--- config.mk ---
export PLATFORM = sky130hd
export DESIGN_NAME = scg_status_gate
export DESIGN_NICKNAME = d
export VERILOG_FILES = /design/src/rtl/scg_pkg.sv /design/src/rtl/scg_lamp_if.sv /design/src/rtl/scg_backlight.sv /design/src/rtl/scg_lamp.sv /design/src/rtl/scg_status_gate.sv
export SDC_FILE = /design/constraint.sdc
export NUM_CORES = 1
export LEC_CHECK = 0
export ABC_CLOCK_PERIOD_IN_PS = 34800
export BUFFER_PORTS_ARGS = -buffer_cell sky130_fd_sc_hd__buf_2
export CAP_MARGIN = 20
export CORE_ASPECT_RATIO = 0.75
export CORE_MARGIN = 5
export CORE_UTILIZATION = 41
export CTS_CLUSTER_SIZE = 8
export DETAILED_ROUTE_END_ITERATION = 10
export GPL_TIMING_DRIVEN = 0
export HOLD_SLACK_MARGIN = 0.1
export PLACE_DENSITY = 0.63
export SLEW_MARGIN = 10
export SYNTH_ARGS = -nofsm -noshare
export SYNTH_HDL_FRONTEND = slang
export SYNTH_SLANG_ARGS = --single-unit
--- constraint.sdc ---
create_clock -name clk -period 34.8 [get_ports clk]
set_input_delay 0 -clock clk [delete_from_list [all_inputs] [get_ports clk]]
set_output_delay 0 -clock clk [all_outputs]
set_load 0.05 [all_outputs]
--- src/rtl/scg_pkg.sv ---
// Shared constants and types for the scanner status and gate control block
package scg_pkg;
	localparam int CLK_HZ          = 20_000_000;
	localparam int MS_PER_S        = 1_000;
	localparam int TICK_MS         = 1;
	localparam int TICK_CYCLES     = CLK_HZ / MS_PER_S * TICK_MS;
	localparam int BLINK_HALF_MS   = 250;
	localparam int BACKLIGHT_MIN   = 10;
	localparam int MS_PER_MIN      = 60_000;
	localparam int BACKLIGHT_MS    = BACKLIGHT_MIN * MS_PER_MIN;
	localparam int QUALITY_FULL    = 100;
	localparam int NUM_LINES       = 4;
	localparam int NUM_BUTTONS     = 4;
	localparam int LINE_GATE_A     = 0;
	localparam int LINE_LEARN      = 1;
	localparam int LINE_GATE_B     = 2;
	localparam int BTN_UP          = 0;
	localparam int BTN_DOWN        = 1;
	localparam int BTN_CONFIRM     = 2;
	localparam int BTN_CANCEL      = 3;
	localparam int TICK_W          = 15;
	localparam int MS_W            = 20;
	localparam logic [7:0] ZERO8   = 8'h00;

	typedef enum logic [2:0] {
		SCG_LAMP_OFF,
		SCG_LAMP_FLASH_GREEN,
		SCG_LAMP_GREEN,
		SCG_LAMP_ORANGE,
		SCG_LAMP_FLASH_RED,
		SCG_LAMP_RED
	} scg_lamp_mode_t;

	typedef struct packed {
		logic green;
		logic red;
	} scg_lamp_color_t;
endpackage : scg_pkg

--- src/rtl/scg_lamp_if.sv ---
// Carrier between the controller and one lamp driver
`timescale 1ns/1ns
interface scg_lamp_if;
	import scg_pkg::*;
	scg_lamp_mode_t  mode;
	logic            blink;
	scg_lamp_color_t color;
	modport ctrl (output mode, output blink, input color);
	modport lamp (input mode, input blink, output color);
endinterface : scg_lamp_if

--- src/rtl/scg_backlight.sv ---
// Display backlight hold timer, counted in millisecond ticks
`timescale 1ns/1ns
module scg_backlight
	import scg_pkg::*;
#(
	parameter int HOLD_MS = BACKLIGHT_MS
) (
	input  wire logic clk,
	input  wire logic rst_n,
	input  wire logic ms_tick,
	input  wire logic press,
	output logic      light_on
);
	logic [MS_W-1:0] remain;
	logic [MS_W-1:0] next_remain;
	logic            next_light_on;

	// A press restarts the full hold time, even while already lit
	always_comb begin
		next_remain   = remain;
		next_light_on = light_on;
		if (press) begin
			next_remain   = MS_W'(HOLD_MS);
			next_light_on = 1'b1;
		end else if (ms_tick && remain != '0) begin
			next_remain   = remain - MS_W'(1);
			next_light_on = (remain != MS_W'(1));
		end
	end

	always_ff @(posedge clk) begin
		if (!rst_n) begin
			remain   <= '0;
			light_on <= 1'b0;
		end else begin
			remain   <= next_remain;
			light_on <= next_light_on;
		end
	end
endmodule : scg_backlight

--- src/rtl/scg_lamp.sv ---
// Two-colour lamp driver: maps a lamp mode and blink phase to colour bits
`timescale 1ns/1ns
module scg_lamp
	import scg_pkg::*;
(
	input  wire logic clk,
	input  wire logic rst_n,
	scg_lamp_if.lamp  lp
);
	scg_lamp_color_t next_color;
	scg_lamp_color_t color;

	// Exactly one mode at a time, so colours never mix across states
	always_comb begin
		next_color = '0;
		case (lp.mode)
			SCG_LAMP_FLASH_GREEN: next_color.green = lp.blink;
			SCG_LAMP_GREEN:       next_color.green = 1'b1;
			SCG_LAMP_ORANGE: begin
				next_color.green = 1'b1;
				next_color.red   = 1'b1;
			end
			SCG_LAMP_FLASH_RED:   next_color.red = lp.blink;
			SCG_LAMP_RED:         next_color.red = 1'b1;
			default:              next_color = '0;
		endcase
	end

	always_ff @(posedge clk) begin
		if (!rst_n) begin
			color <= '0;
		end else begin
			color <= next_color;
		end
	end

	assign lp.color = color;
endmodule : scg_lamp

--- src/rtl/scg_status_gate.sv ---
// Status lamps, display flags, buttons and reading-gate control of the scanner
`timescale 1ns/1ns
// Overview of operation
// - During self-test and init, power lamp flashes green and reading is blocked.
// - After successful self-test, power lamp steady green and reading allowed.
// - Service mode: power lamp orange, reading allowed, host output muted.
// - Warning: power lamp flashes red, reading still allowed.
// - Device error or parameter enable: power lamp steady red, reading blocked.
// - While network is being established, network lamp flashes green.
// - Healthy cyclic data exchange: network lamp steady green.
// - Parameter, configuration or IO failure: network lamp flashes red.
// - No protocol connection to host: network lamp steady red.
// - Each active switching line shows its display indicator.
// - After reset lines one and three trigger the gate, line two starts learn.
// - After reset line four signals a failed read.
// - Internal error flag for factory faults, separate from warning flag.
// - Read quality shown as zero to hundred percent from equal scans.
// - Flag for attached parameter store; PC flag for connected PC only while no store is attached.
// - Any button press lights the backlight for ten minutes.
// - Up/down move selection, confirm activates, cancel goes one level up.
// - Line, fieldbus or reflector trigger opens a reading window.
// - Reflector mode keeps gate closed while reflector is seen.
// - Reflector blocked opens gate; cleared path closes gate, reduces beam.
// - Learn captures type and digits of next code, then only matches decode.
// - After accepted export, each later config change is written to the store while it stays attached.
module scg_status_gate
	import scg_pkg::*;
#(
	parameter int TICK_CYC = TICK_CYCLES,
	parameter int BLINK_MS = BLINK_HALF_MS,
	parameter int HOLD_MS  = BACKLIGHT_MS
) (
	input  wire logic                 clk,
	input  wire logic                 rst_n,
	input  wire logic                 init_done,
	input  wire logic                 service_mode,
	input  wire logic                 warning_in,
	input  wire logic                 device_error,
	input  wire logic                 param_enable,
	input  wire logic                 factory_fault,
	input  wire logic                 net_connecting,
	input  wire logic                 net_exchange,
	input  wire logic                 net_param_fail,
	input  wire logic                 net_io_error,
	input  wire logic                 net_no_protocol,
	input  wire logic [NUM_LINES-2:0] switching_lines,
	input  wire logic                 host_trigger,
	input  wire logic                 refl_mode,
	input  wire logic                 reflector_seen,
	input  wire logic                 learn_display,
	input  wire logic                 learn_host,
	input  wire logic                 decode_valid,
	input  wire logic [7:0]           decode_type,
	input  wire logic [7:0]           decode_digits,
	input  wire logic [7:0]           equal_scans_cfg,
	input  wire logic [7:0]           equal_scans_seen,
	input  wire logic [NUM_BUTTONS-1:0] buttons,
	input  wire logic                 pc_connected,
	input  wire logic                 store_attached,
	input  wire logic                 export_accept,
	input  wire logic                 config_change,
	output logic                      power_state_lamp_green,
	output logic                      power_state_lamp_red,
	output logic                      network_state_lamp_green,
	output logic                      network_state_lamp_red,
	output logic                      switching_line_four,
	output logic [NUM_LINES-1:0]      line_indicator,
	output logic                      warning_flag,
	output logic                      internal_error_flag,
	output logic                      param_store_present_flag,
	output logic                      pc_flag,
	output logic [6:0]                quality_pct,
	output logic                      backlight,
	output logic                      menu_up,
	output logic                      menu_down,
	output logic                      menu_confirm,
	output logic                      menu_back,
	output logic                      reading_enable,
	output logic                      host_tx_enable,
	output logic                      gate_open,
	output logic                      beam_reduced,
	output logic                      learn_active,
	output logic                      code_locked,
	output logic [7:0]                locked_type,
	output logic [7:0]                locked_digits,
	output logic                      decode_accept,
	output logic                      store_write
);
	scg_lamp_if pwr_if ();
	scg_lamp_if net_if ();

	// Millisecond tick and blink phase dividers
	logic [TICK_W-1:0] tick_cnt, next_tick_cnt;
	logic [9:0]        blink_cnt, next_blink_cnt;
	logic              ms_tick, next_ms_tick, blink, next_blink;

	always_comb begin
		next_tick_cnt  = tick_cnt + TICK_W'(1);
		next_ms_tick   = 1'b0;
		next_blink_cnt = blink_cnt;
		next_blink     = blink;
		if (tick_cnt == TICK_W'(TICK_CYC - 1)) begin
			next_tick_cnt = '0;
			next_ms_tick  = 1'b1;
		end
		if (ms_tick) begin
			next_blink_cnt = blink_cnt + 10'(1);
			if (blink_cnt == 10'(BLINK_MS - 1)) begin
				next_blink_cnt = '0;
				next_blink     = !blink;
			end
		end
	end

	always_ff @(posedge clk) begin
		if (!rst_n) begin
			tick_cnt  <= '0;
			ms_tick   <= 1'b0;
			blink_cnt <= '0;
			blink     <= 1'b0;
		end else begin
			tick_cnt  <= next_tick_cnt;
			ms_tick   <= next_ms_tick;
			blink_cnt <= next_blink_cnt;
			blink     <= next_blink;
		end
	end

	// Lamp mode selection; error is checked first so it wins
	logic dev_fault;
	assign dev_fault = device_error || param_enable;

	always_comb begin
		pwr_if.blink = blink;
		net_if.blink = blink;
		if (dev_fault)
			pwr_if.mode = SCG_LAMP_RED;
		else if (!init_done)
			pwr_if.mode = SCG_LAMP_FLASH_GREEN;
		else if (warning_in)
			pwr_if.mode = SCG_LAMP_FLASH_RED;
		else if (service_mode)
			pwr_if.mode = SCG_LAMP_ORANGE;
		else
			pwr_if.mode = SCG_LAMP_GREEN;
		if (net_no_protocol)
			net_if.mode = SCG_LAMP_RED;
		else if (net_param_fail || net_io_error)
			net_if.mode = SCG_LAMP_FLASH_RED;
		else if (net_exchange)
			net_if.mode = SCG_LAMP_GREEN;
		else if (net_connecting)
			net_if.mode = SCG_LAMP_FLASH_GREEN;
		else
			net_if.mode = SCG_LAMP_OFF;
	end

	scg_lamp u_pwr (.clk(clk), .rst_n(rst_n), .lp(pwr_if.lamp));
	scg_lamp u_net (.clk(clk), .rst_n(rst_n), .lp(net_if.lamp));

	assign power_state_lamp_green   = pwr_if.color.green;
	assign power_state_lamp_red     = pwr_if.color.red;
	assign network_state_lamp_green = net_if.color.green;
	assign network_state_lamp_red   = net_if.color.red;

	// Buttons: one edge detector per button
	logic [NUM_BUTTONS-1:0] btn_q, btn_edge, next_btn_edge;
	genvar gi;
	generate
		for (gi = 0; gi < NUM_BUTTONS; gi++) begin : g_btn
			always_comb next_btn_edge[gi] = buttons[gi] && !btn_q[gi];
			always_ff @(posedge clk) begin
				if (!rst_n) begin
					btn_q[gi]    <= 1'b0;
					btn_edge[gi] <= 1'b0;
				end else begin
					btn_q[gi]    <= buttons[gi];
					btn_edge[gi] <= next_btn_edge[gi];
				end
			end
		end
	endgenerate

	assign menu_up      = btn_edge[BTN_UP];
	assign menu_down    = btn_edge[BTN_DOWN];
	assign menu_confirm = btn_edge[BTN_CONFIRM];
	assign menu_back    = btn_edge[BTN_CANCEL];

	scg_backlight #(.HOLD_MS(HOLD_MS)) u_bl (
		.clk      (clk),
		.rst_n    (rst_n),
		.ms_tick  (ms_tick),
		.press    (|next_btn_edge),
		.light_on (backlight)
	);

	// Reading gate, learn lock, flags and store mirroring
	logic       next_reading_enable, next_host_tx, next_gate, next_beam, next_line4;
	logic       next_learn, next_locked, next_accept, next_store_write;
	logic       learn_q, next_learn_q, read_seen, next_read_seen;
	logic       exported, next_exported;
	logic [7:0] next_type, next_digits;
	logic [6:0] next_quality;
	logic [3:0] next_ind;
	logic [15:0] q_scaled;
	logic       trigger, code_match;

	assign trigger    = refl_mode ? !reflector_seen
	                  : (switching_lines[LINE_GATE_A] || switching_lines[LINE_GATE_B]
	                     || host_trigger);
	assign code_match = !code_locked
	                  || (decode_type == locked_type && decode_digits == locked_digits);
	assign q_scaled   = (equal_scans_cfg == ZERO8) ? 16'h0000
	                  : 16'(equal_scans_seen) * 16'(QUALITY_FULL) / 16'(equal_scans_cfg);

	always_comb begin
		next_reading_enable = init_done && !dev_fault;
		next_host_tx        = !service_mode;
		next_gate           = next_reading_enable && trigger;
		next_beam           = refl_mode && !next_gate;
		next_learn_q        = switching_lines[LINE_LEARN];
		next_learn          = learn_active;
		next_locked         = code_locked;
		next_type           = locked_type;
		next_digits         = locked_digits;
		next_accept         = 1'b0;
		next_read_seen      = read_seen;
		next_line4          = switching_line_four;
		// Learn start from line two edge, display or host
		if (learn_display || learn_host || (next_learn_q && !learn_q))
			next_learn = 1'b1;
		if (gate_open && decode_valid) begin
			if (learn_active) begin
				next_learn  = 1'b0;
				next_locked = 1'b1;
				next_type   = decode_type;
				next_digits = decode_digits;
				next_accept = 1'b1;
				next_read_seen = 1'b1;
			end else if (code_match) begin
				next_accept    = 1'b1;
				next_read_seen = 1'b1;
			end
		end
		// No-read output holds until the next gate opens
		if (next_gate && !gate_open) begin
			next_read_seen = 1'b0;
			next_line4     = 1'b0;
		end else if (gate_open && !next_gate) begin
			next_line4 = !next_read_seen;
		end
		next_ind = {next_line4, switching_lines};
		next_quality = (q_scaled > 16'(QUALITY_FULL)) ? 7'(QUALITY_FULL)
		             : q_scaled[6:0];
		// Store mirroring lasts while the stick stays attached
		next_exported = store_attached && (exported || export_accept);
		next_store_write = exported && store_attached && config_change;
	end

	always_ff @(posedge clk) begin
		if (!rst_n) begin
			reading_enable           <= 1'b0;
			host_tx_enable           <= 1'b0;
			gate_open                <= 1'b0;
			beam_reduced             <= 1'b0;
			learn_q                  <= 1'b0;
			learn_active             <= 1'b0;
			code_locked              <= 1'b0;
			locked_type              <= ZERO8;
			locked_digits            <= ZERO8;
			decode_accept            <= 1'b0;
			read_seen                <= 1'b0;
			switching_line_four      <= 1'b0;
			line_indicator           <= '0;
			quality_pct              <= '0;
			exported                 <= 1'b0;
			store_write              <= 1'b0;
			warning_flag             <= 1'b0;
			internal_error_flag      <= 1'b0;
			param_store_present_flag <= 1'b0;
			pc_flag                  <= 1'b0;
		end else begin
			reading_enable           <= next_reading_enable;
			host_tx_enable           <= next_host_tx;
			gate_open                <= next_gate;
			beam_reduced             <= next_beam;
			learn_q                  <= next_learn_q;
			learn_active             <= next_learn;
			code_locked              <= next_locked;
			locked_type              <= next_type;
			locked_digits            <= next_digits;
			decode_accept            <= next_accept;
			read_seen                <= next_read_seen;
			switching_line_four      <= next_line4;
			line_indicator           <= next_ind;
			quality_pct              <= next_quality;
			exported                 <= next_exported;
			store_write              <= next_store_write;
			warning_flag             <= warning_in;
			internal_error_flag      <= factory_fault;
			param_store_present_flag <= store_attached;
			pc_flag                  <= pc_connected && !store_attached;
		end
	end
endmodule : scg_status_gate

==> flow_summary.yaml <==
run_status:
  status: "finished clean"
synthesis:
  synthSimpleGateAreaFrac_pct: 26.47
  ys.flop_type: "dfxtp_1"
  synthCells: 1771
  ys_ff_latch: 101
  synth_fp_nets: 1972
  synth-edff-count: 0
  synth_compound_area_share_pct: 27.40
  synthDistinctLibCells: 124
  synthXorXnorAreaFrac_pct: 10.07
  synthAdderAreaFrac_pct: 13.24
  syn_avg_cell_area_um2: 7.595
  synth.cell_area_mm2: 0.01345
  ys_async_sr_fraction_pct: 0
  synth_mux_area_share_pct: 4.065
  synth_top_family_by_area: "compound AO/OA/AOI/OAI gates"
  yosysWarnings: 0
  yosysSeqAreaShare_pct: 15.03
sta:
  period_share_pct: 97.66
  finalSetupViolCount: 0
  finClkSkew_ns: 0.009260
  fmax_mhz: 29.43
  fin_crit_ns: 33.98
  worst_slew_pin_slew_ns: 1.411
  rsz0062_at_grt: "true"
  report.final.slew_viol_count: 0
  final_hold_viol_count: 0
  slew_headroom_pct: 5.841
clocking:
  clockRootBuffer: "clkbuf_16"
  cts_tree: "built"
  cts.sinks: 101
  cts-htree-levels: 3
  clk_latency_ns: 0.34
  clkSlewWorstSetupHoldPaths_ns: 0.07
  cts-buffers-inserted: 9
  clockBufferDepth: 2
route:
  via_per_inst: 5.819
  drt-total-wl_mm: 45.81
  dr.pass1.iters: 5
  drt-initial-drc-count: 1311
  ant_nets: 0
  drc: 0
  vias: 15050
  wl_per_cell_um: 17.71
setup_path:
  r2r-start: "u_bl.remain[10]"
  cp.arrival_ns: 34.21
  r2r-end: "u_bl.remain[13]"
  cpMostUsedCell: "buf_4"
  end_kind: "flop"
  crit_type: "in2reg"
  startpoint_type: "input pin"
  crit_required_ns: 35.03
  cp_max_fo: 8
  cpPeakStageDelay_ns: 0.55
  crit_slowest_cell: "fa_1"
  r2r_setup_slack_ns: 31.59
  worstRegToRegCells: 14
min_path:
  min_to: "gate_open"
  min_path_cells: 4
  hold_class: "in2reg"
  hold_path_startpoint: "param_enable"
die:
  start_util_pct: 41.54
  core_mm2: 0.03238
  num_rows: 57
  die_w_um: 219.1
  die_h_um: 166.9
  ios: 111
  fp.dieArea_mm2: 0.03657
grt:
  grt_start_max_net_pins: 19
  grt_pass1_wl_mm: 70.15
  grt.overflow.total: 0
  grt_pass1_vias: 13690
  globalRouteTotalUtil_pct: 22.68
  antenna_found_initial: 0
finish:
  layout_common_cells: "buf_4 (208), nor2_1 (171), nand2_1 (140)"
  area_growth_pct: 37.71
  layout_commonest_cell: "buf_4"
  fillCellCount: 2890
  nNetsFinal: 2341
  drive_gt1_share_pct: 31.52
  fin_util_pct: 57.21
  diodes: 0
flow_run:
  maxCapViolCount: 0
placement:
  place.gp.congestion: 0.9280
  dp_hpwl_mm: 32.08
  port_buffers: 109
[cell type report]
cell class / instances / area (um^2) / area share, %
plain buffers: 52 / 401.6 / 2.168
flip-flops and latches: 101 / 2022 / 10.92
multi-input cells: 1551 / 12340 / 66.64
well taps: 442 / 553.0 / 2.986
clock inverters: 7 / 102.6 / 0.5539
clock buffers: 9 / 225.2 / 1.216
inverters: 62 / 256.5 / 1.385
repair buffers: 363 / 2619 / 14.14
[how the worst max path moves through the flow]
| stage | from | to | slack [ns] |
|---|---|---|---|
| detailed placement | equal_scans_seen[2] | quality_pct[0] | -5.88 |
| CTS | equal_scans_seen[2] | quality_pct[0] | 0.02 |
| global placement | equal_scans_seen[2] | quality_pct[0] | -5.47 |
| finish | equal_scans_seen[2] | quality_pct[0] | 0.82 |
| floorplan | equal_scans_seen[2] | quality_pct[0] | 0.02 |
| global route | equal_scans_seen[2] | quality_pct[0] | -0.84 |
[logic make-up after synthesis]
family          after synthesis
flops                       101
simple gates                697
fa+ha+maj                   140
buf+inv                     119
compound gates              512
mux                          49
xor+xnor                    153
[critical path: cells and delay by family]
kind / cells / cell delay, ns
AOI/OAI and AO/OA: 72 / 12.45
xor gates and xnor gates: 5 / 1.02
adders and majority gates: 18 / 5.11
buffers and inverters: 38 / 4.73
muxes: 7 / 1.79
and+or+nand+nor: 64 / 9.00
[cells in the mapped netlist (39+ instances only)]
cell type	n	area, um^2
dfxtp_1	101	2022
inv_1	59	221.5
clkbuf_1	39	146.4
a21o_1	47	352.8
nor2_1	202	758.2
xnor2_1	79	691.9
nand3_1	50	250.2
nor3_1	45	225.2
nand2_1	152	570.6
xor2_1	72	630.6
o21ai_0	72	360.4
ha_1	135	1689
a21oi_1	133	665.6
[per-layer routing]
layer	GRT usage, %	part of all wire (%)	up-vias
li1	-	-	7295
met3	2.287	6.8	60
met4	3.848	1.4	0
met2	35.16	44	573
met5	0	0	-
met1	34.41	48	7125
[flip-flops by register name, indices dropped and copies added (netlist names), 2 cells and up]
| name | cells |
|---|---|
| blink_cnt | 10 |
| line_indicator | 3 |
| locked_type | 8 |
| u_pwr.lp.color | 2 |
| tick_cnt | 15 |
| locked_digits | 8 |
| quality_pct | 7 |
| u_bl.remain | 20 |
| u_net.lp.color | 2 |
| btn_q | 4 |
[through the flow]
stage	hold WS (ns)	worst slack, ns	std cells	cell area [um^2]	setup TNS (ns)
floorplan	0.06669	0.02188	1771	13550	0
global placement	0.1842	-5.470	2322	14650	-14.49
detailed placement	0.1835	-5.884	2322	14650	-16.38
CTS	0.1098	0.01675	2480	16920	0
finish	0.1277	0.8155	2587	18520	0
global route	0.1489	-0.8435	2587	18520	-0.8435
[what timing repair did]
item                       4_1_cts  5_1_grt
cloned                           0        3
hold buffers                    41        0
resized for setup              152      167
pin swaps                       67      181
buffers inserted               106      103
setup endpoints to repair        5        4
hold endpoints to repair        41        0
Power is not shown: default switching activity piles up to over one toggle a cycle in this logic, so the estimate is an artifact.
